## src/epi_pkg.sv

```systemverilog
// package: register map, field layout, types and constants of the pin interrupt unit
package epi_pkg;

   // register byte offsets on the apb bus
   localparam logic [7:0] OFS_SENSE_LOW = 8'h00; // ext_irq_sense_low
   localparam logic [7:0] OFS_SENSE_EXTENDED = 8'h04; // ext_irq_sense_extended
   localparam logic [7:0] OFS_ENABLE_CONTROL = 8'h08; // ext_irq_enable_control
   localparam logic [7:0] OFS_FLAG = 8'h0c; // ext_irq_flag_register
   localparam logic [7:0] OFS_MASK_LOW = 8'h10; // pin_change_mask_low
   localparam logic [7:0] OFS_MASK_HIGH = 8'h14; // pin_change_mask_high
   localparam logic [7:0] OFS_PIN_STATUS = 8'h18; // synced pin levels and wake state

   // field positions
   localparam int SENSE_ONE_POS = 2; // sense_one_bit_hi/lo at bits 3:2
   localparam int SENSE_ZERO_POS = 0; // sense_zero_bit_hi/lo at bits 1:0
   localparam int SENSE_TWO_POS = 0; // sense_two_edge_select at bit 0
   localparam int SRC_LSB = 3; // five source bits sit at 7:3 in enable and flag
   localparam int STATUS_STATE_POS = 19; // wake state bits above the 19 pin levels

   // widths
   localparam int NUM_SRC = 5;
   localparam int NUM_PC = 16;
   localparam int NUM_PINS = 19;
   localparam int PIN_TWO_IDX = 18;
   localparam int PIN_ONE_IDX = 17;
   localparam int PIN_ZERO_IDX = 16;

   // reset values
   localparam logic [7:0] RST_BYTE = 8'h00;
   localparam logic [31:0] RST_WORD = 32'h0000_0000;

   // timing
   localparam int CLK_PERIOD_NS = 5; // i_mclk at 200 mhz
   localparam int MIN_PULSE_NS = 50; // shortest pulse the edge-only pin must catch
   localparam int MIN_PULSE_CYC = (MIN_PULSE_NS + CLK_PERIOD_NS - 1) / CLK_PERIOD_NS;
   localparam logic [1:0] WDT_SAMPLES = 2'h2; // watchdog ticks a wake level must last

   // sense control encodings for the two level-capable pins
   typedef enum logic [1:0] {
      SENSE_LOW_LEVEL = 2'b00,
      SENSE_ANY_CHANGE = 2'b01,
      SENSE_FALLING = 2'b10,
      SENSE_RISING = 2'b11
   } epi_sense_type;

   // one bit per source, msb first in the same order as register bits 7:3
   typedef struct packed {
      logic pin_one;
      logic pin_zero;
      logic pin_two;
      logic pc_high;
      logic pc_low;
   } epi_src_type;

   // apb request as seen by the slave
   typedef struct packed {
      logic sel;
      logic enable;
      logic write;
      logic [7:0] addr;
      logic [31:0] wdata;
   } epi_apb_req_type;

   // power-down level wake sequencer
   typedef enum logic [2:0] {
      LW_IDLE = 3'b001,
      LW_ONE_SAMPLE = 3'b010,
      LW_WAKING = 3'b100
   } epi_lw_state_type;

endpackage : epi_pkg

```

## src/epi_pin_irq.sv

```systemverilog
// module: external pin and pin-change interrupt unit with apb registers
//
// Operation
// pins request even when driven as outputs
// low level requests while pin stays low
// any unmasked change on 15..8 raises high
// any unmasked change on 7..0 raises low
// mask registers choose contributing pin-change inputs
// pin one/zero edges need running io clock
// levels, pin two, pin-change detected clocklessly, wake
// power-down level wake needs two watchdog samples
// level gone before start-up: wake, no interrupt
// pin one sense at bits 3:2
// pin zero sense at bits 1:0
// sample pin before edge detect
// source holds low level until instruction ends
// take only with global and own enable
// pin two edge select at bit 0
// software disables pin two before changing sense
// enable bits 7..3, bit 2 reads zero
// each source has its own request vector
// flag sets on trigger, clears on service/write-one
// level-mode flag reads as zero
// mask bit enables its pin under group enable
// two-stage synchroniser then compare samples
// request is flag and enable and global
module epi_pin_irq (
   input wire logic i_mclk,
   input wire logic i_rst_n,
   // apb slave
   input wire logic i_psel,
   input wire logic i_penable,
   input wire logic i_pwrite,
   input wire logic [7:0] i_paddr,
   input wire logic [31:0] i_pwdata,
   output logic [31:0] o_prdata,
   output logic o_pready,
   output logic o_pslverr,
   // pins
   input wire logic i_ext_irq_pin_zero,
   input wire logic i_ext_irq_pin_one,
   input wire logic i_ext_irq_pin_two,
   input wire logic [15:0] i_pin_change_inputs,
   // core side
   input wire logic i_global_irq_enable,
   input wire logic i_io_clk_run,
   input wire logic i_wdt_tick,
   input wire logic i_power_down,
   input wire logic i_startup_done,
   input wire logic [4:0] i_vector_ack,
   output logic [4:0] o_irq_req,
   output logic o_wake
);

   // bundled bus request
   epi_pkg::epi_apb_req_type apb_req;
   logic wr_fire; // write takes effect this edge
   logic rd_load; // read data captured this edge
   logic [31:0] nxt_prdata;
   logic pready_ff;
   logic pslverr_ff;
   logic [31:0] prdata_ff;

   // software registers
   logic [3:0] sense_low_ff; // both two-bit sense fields
   logic sense_two_ff; // edge select of pin two
   epi_pkg::epi_src_type enable_ff; // per-source enables
   epi_pkg::epi_src_type flag_ff; // sticky source flags
   epi_pkg::epi_src_type nxt_flag;
   logic [7:0] mask_low_ff;
   logic [7:0] mask_high_ff;

   // pin sampling
   logic [epi_pkg::NUM_PINS-1:0] pin_vec;
   logic [epi_pkg::NUM_PINS-1:0] pin_en;
   logic [epi_pkg::NUM_PINS-1:0] pin_level;
   logic [epi_pkg::NUM_PINS-1:0] pin_rise;
   logic [epi_pkg::NUM_PINS-1:0] pin_fall;

   // decoded sense
   epi_pkg::epi_sense_type sense_one;
   epi_pkg::epi_sense_type sense_zero;
   logic level_mode_one;
   logic level_mode_zero;
   logic level_low_one; // enabled low level on pin one
   logic level_low_zero;

   // events and requests
   epi_pkg::epi_src_type set_ev;
   epi_pkg::epi_src_type clr_ev;
   epi_pkg::epi_src_type nxt_req;
   epi_pkg::epi_src_type req_ff;
   logic nxt_wake;
   logic wake_ff;

   // level wake sequencer
   epi_pkg::epi_lw_state_type lw_state_ff;
   epi_pkg::epi_lw_state_type nxt_lw_state;

   // true for every mapped register offset
   function automatic logic addr_ok(input logic [7:0] a);
      addr_ok = (a == epi_pkg::OFS_SENSE_LOW) || (a == epi_pkg::OFS_SENSE_EXTENDED) ||
                (a == epi_pkg::OFS_ENABLE_CONTROL) || (a == epi_pkg::OFS_FLAG) ||
                (a == epi_pkg::OFS_MASK_LOW) || (a == epi_pkg::OFS_MASK_HIGH) ||
                (a == epi_pkg::OFS_PIN_STATUS);
   endfunction : addr_ok

   // edge hit for a two-bit sense field; low level never sets the flag
   function automatic logic sense_hit(input epi_pkg::epi_sense_type s,
                                      input logic rise, input logic fall);
      unique case (s)
         epi_pkg::SENSE_LOW_LEVEL: sense_hit = 1'b0;
         epi_pkg::SENSE_ANY_CHANGE: sense_hit = rise | fall;
         epi_pkg::SENSE_FALLING: sense_hit = fall;
         epi_pkg::SENSE_RISING: sense_hit = rise;
      endcase
   endfunction : sense_hit

   // bus bundle
   assign apb_req = '{sel: i_psel, enable: i_penable, write: i_pwrite,
                      addr: i_paddr, wdata: i_pwdata};

   // one wait state: ready is set at the end of the first access cycle, completes in the second
   assign wr_fire = apb_req.sel & apb_req.enable & pready_ff & apb_req.write &
                    addr_ok(apb_req.addr);
   assign rd_load = apb_req.sel & apb_req.enable & ~pready_ff;

   // pins are sampled as levels whatever their direction, so port writes can fire them
   assign pin_vec = {i_ext_irq_pin_two, i_ext_irq_pin_one, i_ext_irq_pin_zero,
                     i_pin_change_inputs};

   // edge detect on pins one/zero only while the io clock runs; others always
   always_comb begin
      pin_en = '1;
      pin_en[epi_pkg::PIN_ONE_IDX] = i_io_clk_run;
      pin_en[epi_pkg::PIN_ZERO_IDX] = i_io_clk_run;
   end

   // shared synchroniser and edge detector for all 19 inputs
   epi_pin_sampler #(
      .WIDTH(epi_pkg::NUM_PINS)
   ) u_sampler (
      .i_mclk(i_mclk),
      .i_rst_n(i_rst_n),
      .i_pins(pin_vec),
      .i_sample_en(pin_en),
      .o_level(pin_level),
      .o_rise(pin_rise),
      .o_fall(pin_fall)
   );

   // sense field decode
   assign sense_one = epi_pkg::epi_sense_type'(sense_low_ff[epi_pkg::SENSE_ONE_POS +: 2]);
   assign sense_zero = epi_pkg::epi_sense_type'(sense_low_ff[epi_pkg::SENSE_ZERO_POS +: 2]);
   assign level_mode_one = (sense_one == epi_pkg::SENSE_LOW_LEVEL);
   assign level_mode_zero = (sense_zero == epi_pkg::SENSE_LOW_LEVEL);
   // low level is seen without the io clock, so it can wake from any sleep
   assign level_low_one = level_mode_one & enable_ff.pin_one &
                          ~pin_level[epi_pkg::PIN_ONE_IDX];
   assign level_low_zero = level_mode_zero & enable_ff.pin_zero &
                           ~pin_level[epi_pkg::PIN_ZERO_IDX];

   // trigger events per source
   always_comb begin
      set_ev.pin_one = sense_hit(sense_one, pin_rise[epi_pkg::PIN_ONE_IDX],
                                 pin_fall[epi_pkg::PIN_ONE_IDX]);
      set_ev.pin_zero = sense_hit(sense_zero, pin_rise[epi_pkg::PIN_ZERO_IDX],
                                  pin_fall[epi_pkg::PIN_ZERO_IDX]);
      // pin two: 0 falling, 1 rising, detected whether or not the io clock runs
      set_ev.pin_two = sense_two_ff ? pin_rise[epi_pkg::PIN_TWO_IDX] :
                                      pin_fall[epi_pkg::PIN_TWO_IDX];
      set_ev.pc_high = |(mask_high_ff & (pin_rise[15:8] | pin_fall[15:8]));
      set_ev.pc_low = |(mask_low_ff & (pin_rise[7:0] | pin_fall[7:0]));
   end

   // clears: write one to the flag, or the vector being serviced
   always_comb begin
      clr_ev = epi_pkg::epi_src_type'(i_vector_ack);
      if (wr_fire && (apb_req.addr == epi_pkg::OFS_FLAG)) begin
         clr_ev = clr_ev | epi_pkg::epi_src_type'(
                  apb_req.wdata[epi_pkg::SRC_LSB +: epi_pkg::NUM_SRC]);
      end
   end

   // flag next value; set beats a clear landing in the same cycle
   always_comb begin
      nxt_flag = set_ev | (flag_ff & ~clr_ev);
      if (level_mode_one) begin
         nxt_flag.pin_one = 1'b0;
      end
      if (level_mode_zero) begin
         nxt_flag.pin_zero = 1'b0;
      end
   end

   // sticky flags
   always_ff @(posedge i_mclk or negedge i_rst_n) begin
      if (!i_rst_n) begin
         flag_ff <= '0;
      end else begin
         flag_ff <= nxt_flag;
      end
   end

   // per-vector requests, one line each so each has its own vector
   always_comb begin
      nxt_req = nxt_flag & enable_ff &
                {epi_pkg::NUM_SRC{i_global_irq_enable}};
      // level mode: request follows the pin while it stays low
      if (level_mode_one) begin
         nxt_req.pin_one = level_low_one & i_global_irq_enable;
      end
      if (level_mode_zero) begin
         nxt_req.pin_zero = level_low_zero & i_global_irq_enable;
      end
   end

   // request register; each bit drives a separate vector
   always_ff @(posedge i_mclk or negedge i_rst_n) begin
      if (!i_rst_n) begin
         req_ff <= '0;
      end else begin
         req_ff <= nxt_req;
      end
   end

   // power-down level wake: two watchdog samples, then hold until start-up ends
   always_comb begin
      nxt_lw_state = lw_state_ff;
      unique case (lw_state_ff)
         epi_pkg::LW_IDLE: begin
            if (i_power_down && i_wdt_tick && (level_low_one || level_low_zero)) begin
               nxt_lw_state = epi_pkg::LW_ONE_SAMPLE;
            end
         end
         epi_pkg::LW_ONE_SAMPLE: begin
            if (!i_power_down) begin
               nxt_lw_state = epi_pkg::LW_IDLE; // woken some other way
            end else if (i_wdt_tick) begin
               // second sample must still see the level
               nxt_lw_state = (level_low_one || level_low_zero) ? epi_pkg::LW_WAKING :
                                                                  epi_pkg::LW_IDLE;
            end
         end
         epi_pkg::LW_WAKING: begin
            if (i_startup_done) begin
               nxt_lw_state = epi_pkg::LW_IDLE;
            end
         end
         default: begin
            nxt_lw_state = epi_pkg::LW_IDLE; // illegal one-hot code
         end
      endcase
   end

   // level wake state register
   always_ff @(posedge i_mclk or negedge i_rst_n) begin
      if (!i_rst_n) begin
         lw_state_ff <= epi_pkg::LW_IDLE;
      end else begin
         lw_state_ff <= nxt_lw_state;
      end
   end

   // wake: edge/pin-change requests always; level only via the sampled sequence
   // in power-down, which filters noise. the interrupt itself still needs the
   // live level at start-up end, so a vanished level wakes without interrupting
   always_comb begin
      nxt_wake = nxt_req.pin_two | nxt_req.pc_high | nxt_req.pc_low |
                 (lw_state_ff == epi_pkg::LW_WAKING);
      if (!level_mode_one || !i_power_down) begin
         nxt_wake = nxt_wake | nxt_req.pin_one;
      end
      if (!level_mode_zero || !i_power_down) begin
         nxt_wake = nxt_wake | nxt_req.pin_zero;
      end
   end

   // wake register
   always_ff @(posedge i_mclk or negedge i_rst_n) begin
      if (!i_rst_n) begin
         wake_ff <= 1'b0;
      end else begin
         wake_ff <= nxt_wake;
      end
   end

   // sense registers
   always_ff @(posedge i_mclk or negedge i_rst_n) begin
      if (!i_rst_n) begin
         sense_low_ff <= epi_pkg::RST_BYTE[3:0];
         sense_two_ff <= epi_pkg::RST_BYTE[0];
      end else if (wr_fire) begin
         if (apb_req.addr == epi_pkg::OFS_SENSE_LOW) begin
            sense_low_ff <= apb_req.wdata[3:0];
         end
         // changing this may raise a spurious flag; software guards it
         if (apb_req.addr == epi_pkg::OFS_SENSE_EXTENDED) begin
            sense_two_ff <= apb_req.wdata[epi_pkg::SENSE_TWO_POS];
         end
      end
   end

   // enable register, bits 7:3; bit 2 and below are not stored
   always_ff @(posedge i_mclk or negedge i_rst_n) begin
      if (!i_rst_n) begin
         enable_ff <= epi_pkg::epi_src_type'(epi_pkg::RST_BYTE[7:3]);
      end else if (wr_fire && (apb_req.addr == epi_pkg::OFS_ENABLE_CONTROL)) begin
         enable_ff <= epi_pkg::epi_src_type'(
                      apb_req.wdata[epi_pkg::SRC_LSB +: epi_pkg::NUM_SRC]);
      end
   end

   // pin-change masks; group enable gates the request, not the mask
   always_ff @(posedge i_mclk or negedge i_rst_n) begin
      if (!i_rst_n) begin
         mask_low_ff <= epi_pkg::RST_BYTE;
         mask_high_ff <= epi_pkg::RST_BYTE;
      end else if (wr_fire) begin
         if (apb_req.addr == epi_pkg::OFS_MASK_LOW) begin
            mask_low_ff <= apb_req.wdata[7:0];
         end
         if (apb_req.addr == epi_pkg::OFS_MASK_HIGH) begin
            mask_high_ff <= apb_req.wdata[7:0];
         end
      end
   end

   // read mux; unused bits read zero
   always_comb begin
      nxt_prdata = epi_pkg::RST_WORD;
      unique case (apb_req.addr)
         epi_pkg::OFS_SENSE_LOW: nxt_prdata[3:0] = sense_low_ff;
         epi_pkg::OFS_SENSE_EXTENDED: nxt_prdata[epi_pkg::SENSE_TWO_POS] = sense_two_ff;
         epi_pkg::OFS_ENABLE_CONTROL: begin
            nxt_prdata[epi_pkg::SRC_LSB +: epi_pkg::NUM_SRC] = enable_ff;
         end
         epi_pkg::OFS_FLAG: nxt_prdata[epi_pkg::SRC_LSB +: epi_pkg::NUM_SRC] = flag_ff;
         epi_pkg::OFS_MASK_LOW: nxt_prdata[7:0] = mask_low_ff;
         epi_pkg::OFS_MASK_HIGH: nxt_prdata[7:0] = mask_high_ff;
         epi_pkg::OFS_PIN_STATUS: begin
            nxt_prdata[epi_pkg::NUM_PINS-1:0] = pin_level;
            nxt_prdata[epi_pkg::STATUS_STATE_POS +: 3] = lw_state_ff;
         end
         default: nxt_prdata = epi_pkg::RST_WORD; // unmapped
      endcase
   end

   // apb handshake: one wait state, error on unmapped address
   always_ff @(posedge i_mclk or negedge i_rst_n) begin
      if (!i_rst_n) begin
         pready_ff <= 1'b0;
         pslverr_ff <= 1'b0;
      end else begin
         pready_ff <= rd_load;
         pslverr_ff <= rd_load & ~addr_ok(apb_req.addr);
      end
   end

   // read data captured with ready so it stands through completion
   always_ff @(posedge i_mclk or negedge i_rst_n) begin
      if (!i_rst_n) begin
         prdata_ff <= epi_pkg::RST_WORD;
      end else if (rd_load) begin
         prdata_ff <= apb_req.write ? epi_pkg::RST_WORD : nxt_prdata;
      end
   end

   // outputs straight from flip-flops
   assign o_prdata = prdata_ff;
   assign o_pready = pready_ff;
   assign o_pslverr = pslverr_ff;
   assign o_irq_req = req_ff;
   assign o_wake = wake_ff;

endmodule : epi_pin_irq

```

## src/epi_pin_sampler.sv

```systemverilog
// module: two-stage pin synchroniser with gated edge detection
module epi_pin_sampler #(
   parameter int WIDTH = 19
) (
   input wire logic i_mclk,
   input wire logic i_rst_n,
   input wire logic [WIDTH-1:0] i_pins, // raw pin levels, direction ignored
   input wire logic [WIDTH-1:0] i_sample_en, // per-pin clock-present gate
   output logic [WIDTH-1:0] o_level, // synchronised level
   output logic [WIDTH-1:0] o_rise, // one-cycle rising event
   output logic [WIDTH-1:0] o_fall // one-cycle falling event
);

   logic [WIDTH-1:0] meta_ff; // first stage, read only by sync_ff
   logic [WIDTH-1:0] sync_ff; // second stage
   logic [WIDTH-1:0] prev_ff; // last sample taken while enabled

   // synchroniser chain
   always_ff @(posedge i_mclk or negedge i_rst_n) begin
      if (!i_rst_n) begin
         meta_ff <= '0;
         sync_ff <= '0;
      end else begin
         meta_ff <= i_pins;
         sync_ff <= meta_ff;
      end
   end

   // previous sample freezes while the pin's clock is gated off
   always_ff @(posedge i_mclk or negedge i_rst_n) begin
      if (!i_rst_n) begin
         prev_ff <= '0;
      end else begin
         prev_ff <= (i_sample_en & sync_ff) | (~i_sample_en & prev_ff);
      end
   end

   // compare current and previous sample; any pulse over one period shows here while the pin's sample enable is set
   assign o_level = sync_ff;
   assign o_rise = i_sample_en & sync_ff & ~prev_ff;
   assign o_fall = i_sample_en & ~sync_ff & prev_ff;

endmodule : epi_pin_sampler

```

## config.mk

```make
export PLATFORM = sky130hd
export DESIGN_NAME = epi_pin_irq
export DESIGN_NICKNAME = d
export VERILOG_FILES = /design/src/epi_pkg.sv /design/src/epi_pin_irq.sv /design/src/epi_pin_sampler.sv
export SDC_FILE = /design/constraint.sdc
export NUM_CORES = 1
export LEC_CHECK = 0
export ABC_AREA = 1
export BUFFER_PORTS_ARGS = -buffer_cell sky130_fd_sc_hd__buf_2
export CELL_PAD_IN_SITES_DETAIL_PLACEMENT = 1
export CELL_PAD_IN_SITES_GLOBAL_PLACEMENT = 2
export CORE_AREA = 5 5 121 134
export DETAILED_ROUTE_END_ITERATION = 16
export DIE_AREA = 0 0 126 139
export HOLD_SLACK_MARGIN = 0.12
export PLACE_DENSITY_LB_ADDON = 0.12
export SKIP_LAST_GASP = 1
export SYNTH_ARGS = -nofsm -noshare
export SYNTH_HDL_FRONTEND = slang
export SYNTH_SLANG_ARGS = --single-unit
```

## constraint.sdc

```tcl
create_clock -name i_mclk -period 2.15 [get_ports i_mclk]
set_clock_uncertainty 0.05 [all_clocks]
set_input_delay 0.43 -clock i_mclk [delete_from_list [all_inputs] [get_ports i_mclk]]
set_output_delay 0.43 -clock i_mclk [all_outputs]
set_load 0.01 [all_outputs]
```

==> key figures, run 1 <==
Status
  • Status: completed

Placement
  • Dpl hpwl: 9710 µm
  • RePlAce Congestion: 0.775
  • Port Buffers: 79
  • Dpl cells: 748

Logic synthesis
  • Top cells by count, synth: 120 x dfrtp_1, 76 x nand2_1, 62 x o21ai_0
  • Area share of the largest cell type after synthesis: 63.1%
  • Top area cells in the synthesized netlist: dfrtp_1 63%, o21ai_0 6.5%, nand2_1 6.0%
  • Most numerous cell in the Yosys netlist: dfrtp_1
  • Cell area after synthesis: 0.00476 mm²
  • Synth Area per Inst: 10.3 µm²
  • Synth warn: 0
  • Post-synth top flop: dfrtp_1
  • Post-Syn Instances: 463
  • #FFs+latches synth: 121
  • Synth unique cells: 35
  • Sequential area share after synthesis: 63.6%
  • Synth area leader: dfrtp_1
  • Async SR Flop Fraction: 100%
  • Number of flops mapped to enable cells by yosys: 0

Global routing
  • First-pass GRT wire length: 21400 µm
  • All-Layer GR Usage: 15.8%
  • GR Layer Usage met3: 4.39%
  • Initial antenna violation count: 0
  • GRT Max-Usage Layer: met2
  • Pin count of the biggest net entering global routing: 38
  • Met1 Track Usage GR: 19.2%
  • Vias in the first global route: 4036
  • Grt ovf: 0
  • Met2 Use GR: 26.9%

Power
  • Maximum VDD drop: 457 µV
  • Lkg Pwr: 3.09 nW
  • Power Density: 912 mW/mm²

Timing
  • RSZ-0062 raised after global routing: false
  • Final worst-path cycle share: 81.2%
  • FMAX: 573 MHz
  • Final min period: 1.75 ns
  • Setup_tns: 0 ns
  • Slew Limit Fails: 0
  • Endpoints failing hold: 0
  • Fin Hold WS: 0.185 ns
  • Final setup violation count: 0

Route
  • Drt wl/cell: 16.4 µm
  • Final WL: 13100 µm
  • Antenna Nets Post-Route: 0
  • DR vias: 3727
  • DRT Pass-1 Iters: 4
  • Vias per cell: 4.66
  • # DRC: 0
  • Initial DRC Count: 122

Final layout
  • Post-layout net count: 665
  • Layout area overhead: 32.4%
  • Fin cells: 800
  • Ratio of cells with drive above 1 in the final layout: 24.7%
  • Antenna diode count: 0

Setup path
  • FF-to-FF End: o_wake
  • Crit-path max FO: 4
  • WP data required: 2.39 ns
  • Worst Reg-to-Reg Cells: 8
  • Startpoint class of the critical path: flip-flop
  • Worst reg2reg startpoint: u_sampler.o_level[7]
  • Critical path class: reg2reg
  • Critical path startpoint: u_sampler.o_level[7]
  • WP data arrival: 1.99 ns
  • Worst R2R Setup Slack: 0.40 ns
  • Crit end category: flip-flop

Clock tree
  • CTS tree: built
  • CTS root buffer: clkbuf_16
  • CTS HTree Levels: 4
  • Clk sinks: 121
  • CTS Buf Count: 17
  • Clock Latency Late Sink: 0.42 ns
  • Post-CTS Setup Inserts: 0
  • Longest Clk Path Bufs: 2
  • Clock-pin slew of the registers on the worst-case setup and hold paths: 0.06 ns

Floorplan
  • Initial core utilization: 32.1%
  • Die X: 126 µm
  • Die Y: 139 µm
  • IO Count: 114
  • Die area: 0.0175 mm²
  • Placeable Area: 0.0148 mm²
  • Rows: 47

Worst hold path
  • Hold depth: 2
  • Worst min path class: in2reg
  • Worst hold path endpoint: lw_state_ff[2]
  • Min-delay src: i_startup_done

Run
  • Number of max-cap violations: 0
==> cell families (layout without fill, tap and decap cells) <==
group,after synthesis,in the layout,share of synthesized area [%]
multiplexers,1,1,0.237
other,1,10,0.0788
AND/OR/NAND/NOR,144,144,14.3
buffers and inverters,78,210,7.05
flip-flops,121,121,63.6
XOR/XNOR,4,4,0.736
AO/OA/AOI/OAI,114,114,14.0
==> critical path: stages (launching register included) <==
cell,delay [ns]
dfrtp_1,0.43
o21ai_0,0.28
nand4_1,0.19
nor3_1,0.23
nand2_2,0.13
nand2_2,0.09
nand2_1,0.05
nor2_1,0.08
nand3_1,0.08
==> worst max-delay path by stage <==
stage | slack [ns] | endpoint | depth (start not counted)
global route | 0.23 | lw_state_ff[0] | 8
detailed placement | 0.11 | o_wake | 15
finish | 0.40 | o_wake | 8
global placement | 0.14 | o_wake | 15
floorplan | 0.45 | enable_ff[2] | 8
CTS | 0.32 | o_wake | 8
==> metal layers <==
layer / share of wire [%] / up-vias
li1: - / 1766
met1: 42 / 1870
met2: 52 / 76
met3: 4.0 / 15
met4: 1.6 / 0
met5: 0 / -
==> placed cells by master, fill, tap and decap left out, types with 5 or more instances in the layout <==
master and count:
a21oi_1 18, nor2_1 27, inv_1 59, nand3_1 12
conb_1 10, nor2_4 6, nand2_2 5, nand2_1 76
o22ai_1 12, dlygate4sd3_1 20, nor3_1 7, buf_2 78
a32o_1 8, clkbuf_16 17, o21ai_0 62, dfrtp_1 120
buf_4 16
==> what timing repair did <==
action,in CTS,in global routing
gates resized for setup,0,0
endpoints found under the hold margin,49,0
endpoints found under the setup margin,0,0
hold buffers,20,0
==> sequential cells by signal, indices dropped and copies added, names as in the netlist, 3 cells and up, named ones only <==
name,count
sense_low_ff,4
mask_high_ff,8
o_irq_req,5
enable_ff,5
u_sampler.o_level,19
o_prdata,22
lw_state_ff,3
u_sampler.prev_ff,17
mask_low_ff,8
u_sampler.meta_ff,19
flag_ff,5
==> stage by stage <==
stage | worst slack [ns] | util, % | power [mW] | area, µm²
2_1_floorplan | 0.452 | - | 2.66 | 4790
6_report | 0.403 | 42.5 | 5.75 | 6300
4_1_cts | 0.318 | 42.5 | 5.83 | 6300
3_5_place_dp | 0.113 | 37.0 | 2.86 | 5490
3_3_place_gp | 0.145 | 37.0 | 2.84 | 5490
5_1_grt | 0.227 | 42.5 | 5.99 | 6300
==> report_power, final <==
group | internal, mW | total (mW) | leakage [nW] | switching [mW]
sequential | 2.38 | 2.43 | 1.39 | 0.0523
clock | 1.85 | 2.91 | 0.293 | 1.07
combinational | 0.156 | 0.401 | 1.40 | 0.245
==> cell type report <==
class | count | area [µm²]
clock buffers | 21 | 480
multi-input cells | 273 | 1430
flip-flops and latches | 121 | 3030
well taps | 196 | 245
fillers | 1708 | 8520
inverters | 62 | 233
clock inverters | 11 | 135
repair buffers | 116 | 751
(Power assumes the default switching activity.)
==> inputs of run 2 (changes only) <==
- ABC_AREA: 1 -> 0
- CORE_AREA: 5 5 121 134 -> 5 5 123 137
- DIE_AREA: 0 0 126 139 -> 0 0 128 142
- clock period: 2.15 -> 1.45 ns (I/O delays scaled with it)
==> key figures, run 2 <==
Route
  • Initial DRC Count: 165 (+35%)
  • Max Used Layer: met5
  • Drt wl/cell: 19.6 µm (+20%)
  • DRT met1 WL: 6500 µm (+18%)
  • Antenna Nets Post-Route: 0 (unchanged)
  • Met2 WL: 7910 µm (+15%)
  • DR vias: 3791 (+1.7%)
  • Final WL: 15400 µm (+17%)
  • # DRC: 0 (unchanged)
  • DRT Pass-1 Iters: 5 (+1)
  • WL met3: 605 µm (+15%)
  • Vias per cell: 4.84 (+3.8%)

Logic synthesis
  • Synth Area in XOR/XNOR: 3.12% (+2.4 points)
  • Synth Area in Compound Gates: 12.8% (-1.2 points)
  • Sequential area share after synthesis: 63.4% (-0.25 points)
  • Synth unique cells: 57 (+63%)
  • Synth Area in Simple Gates: 10.5% (-3.8 points)
  • Synth area leader: dfrtp_1
  • Top cells by count, synth: 120 x dfrtp_1, 29 x mux2_2, 21 x nand2_1
  • Cell area after synthesis: 0.00478 mm² (+0.39%)
  • Post-Syn Instances: 359 (-22%)
  • Post-synthesis mux area share: 7.04% (+6.8 points)
  • Synth Area per Inst: 13.3 µm² (+29%)
  • Post-Synth Adder-Cell Area: 0.209% (+0.21 points)
  • Synth warn: 0 (unchanged)
  • Post-synth top flop: dfrtp_1
  • Area share of the largest cell type after synthesis: 62.8% (-0.25 points)
  • Combinational family with the most area after synthesis: compound AO/OA/AOI/OAI gates
  • Most numerous cell in the Yosys netlist: dfrtp_1
  • Number of flops mapped to enable cells by yosys: 0 (unchanged)
  • Top area cells in the synthesized netlist: dfrtp_1 63%, mux2_2 6.8%, xor2_1 3.1%
  • #FFs+latches synth: 121 (unchanged)
  • Async SR Flop Fraction: 100% (unchanged)

Timing
  • Final min period: 1.79 ns
  • RSZ-0062 raised after global routing: true
  • FMAX: 558 MHz
  • Fin Hold WS: 0.145 ns (-0.0403 ns)
  • Slew Limit Fails: 0 (unchanged)
  • Setup ws final: -0.341 ns (-0.745 ns)
  • Final worst-path cycle share: 124%
  • Endpoints failing hold: 0 (unchanged)
  • Final setup violation count: 62 (+62)

Setup path
  • Critical path class: in2reg
  • Worst reg2reg startpoint: o_pready
  • CP max stage delay: 0.59 ns (+0.16 ns)
  • WP data required: 1.70 ns (-0.69 ns)
  • Crit-path max FO: 5 (+1)
  • WP data arrival: 2.05 ns (+0.06 ns)
  • Worst R2R Setup Slack: -0.32 ns (-0.72 ns)
  • Startpoint class of the critical path: input pin
  • Crit end category: flip-flop
  • CP cell instances: buf_6, or4_4, or2_4, nor2_4, and3_4, mux2_4
  • Slowest library cell on the worst path: or4_4
  • Worst Reg-to-Reg Cells: 7 (-1)
  • FF-to-FF End: o_wake

Status
  • Failing checks: negative setup slack
  • Status: complete, but fails checks

Final layout
  • Max reg flops: 22 (unchanged)
  • Layout area overhead: 51.8%
  • Final Util: 47.2% (+4.7 points)
  • Antenna diode count: 0 (unchanged)
  • Commonest non-fill, non-tap cell in the layout: dfrtp_1
  • Post-layout net count: 645 (-3.0%)
  • Ratio of cells with drive above 1 in the final layout: 48.6% (+24 points)
  • Fin cells: 784 (-2.0%)
  • Commonest cells after routing, fill and taps aside: 116 x dfrtp_1, 86 x buf_4, 76 x buf_2

Global routing
  • All-Layer GR Usage: 17.8% (+2.0 points)
  • First-pass GRT wire length: 24200 µm (+13%)
  • Pin count of the biggest net entering global routing: 39 (+2.6%)
  • Initial antenna violation count: 1 (+1)
  • Vias in the first global route: 4313 (+6.9%)
  • Grt ovf: 0 (unchanged)

Floorplan
  • IO Count: 114 (unchanged)
  • Die area: 0.0182 mm² (+3.8%)
  • Placeable Area: 0.0154 mm² (+3.7%)
  • Die X: 128 µm (+1.6%)
  • Rows: 48 (+2.1%)
  • Initial core utilization: 31.1% (-1.0 points)
  • Die Y: 142 µm (+2.2%)

Placement
  • Dpl cells: 712 (-4.8%)
  • Port Buffers: 79 (unchanged)
  • Dpl hpwl: 10900 µm (+12%)
  • RePlAce Congestion: 0.809 (+4.3%)

Worst hold path
  • Min-delay src: i_pwdata[0]
  • Hold depth: 2 (unchanged)
  • Worst min path class: in2reg
  • Worst hold path endpoint: sense_two_ff

Power
  • Lkg Pwr: 3.50 nW (+13%)
  • Maximum VDD drop: 778 µV (+70%)
  • Power Density: 1130 mW/mm² (+24%)

Clock tree
  • CTS tree: built
  • CTS Buf Count: 17 (unchanged)
  • Clk sinks: 121 (unchanged)
  • Longest Clk Path Bufs: 2 (unchanged)
  • Clock-pin slew of the registers on the worst-case setup and hold paths: 0.06 ns (about the same)
  • CTS root buffer: clkbuf_16
  • CTS HTree Levels: 4 (unchanged)
  • Clock Latency Late Sink: 0.42 ns (about the same)

Run
  • Number of max-cap violations: 0 (unchanged)
run 2: stage by stage:
step	cell area, µm²	setup WS, ns	total power [mW]	TNS [ns]
floorplan	4860	-0.606	3.76	-28.15
global placement	6080	-0.736	4.08	-37.99
CTS	7090	-0.296	8.29	-10.91
finish	7260	-0.341	8.19	-14.77
global route	7260	-0.389	8.54	-17.28
detailed placement	6080	-0.736	4.10	-39.13
run 2: worst max-delay path by stage:
stage	end	slack (ns)	start	depth (start not counted)
final	sense_low_ff[0]	-0.34	i_paddr[6]	6
after global routing	o_wake	-0.39	o_pready	7
after CTS	o_wake	-0.30	i_paddr[0]	8
after detailed placement	mask_low_ff[6]	-0.74	i_paddr[0]	6
after global placement	o_wake	-0.74	i_paddr[0]	7
after floorplan	mask_high_ff[0]	-0.61	i_paddr[0]	4
run 2: report_power, final:
part | switching [mW] | internal, mW | total (mW) | leakage, nW
registers | 0.0622 | 3.48 | 3.54 | 1.54
logic | 0.307 | 0.271 | 0.578 | 1.70
clock network | 1.69 | 2.38 | 4.07 | 0.265
run 2: cell families after synthesis:
family                     count (synthesis)
buffers and inverters                     26
DFF                                      121
adders and majority gates                  1
muxes                                     30
AOI/OAI and AO/OA                         79
other                                      1
xor gates and xnor gates                  17
and+or+nand+nor                           84
run 2: area by class of cell:
| type | count | area (µm²) |
|---|---|---|
| fill | 1638 | 8120 |
| timing repair buffer | 203 | 1500 |
| multi-input combinational | 221 | 1880 |
| sequential | 121 | 3030 |
| inverter | 7 | 26.3 |
| clock buffer | 17 | 425 |
| clock inverter | 15 | 141 |
| tap | 200 | 250 |
run 2: routing by layer:
layer,track usage (%),vias to the layer above
met5,0,-
met4,8.44,2
met3,4.24,25
met2,29.9,86
met1,21.6,1952
li1,-,1726
run 2: worst max-delay path: cells and delay by family:
family                 cells  cell delay [ns]
multiplexers               1             0.31
buffers and inverters      1             0.09
AND/OR/NAND/NOR            4             1.34
run 2: repair_timing:
action	4_1_cts	5_1_grt
gates cloned	1	0
setup buffers	10	11
hold endpoints to repair	145	0
setup endpoints to repair	59	61
hold buffers	22	0
resized for setup	34	30
pin swaps	8	28
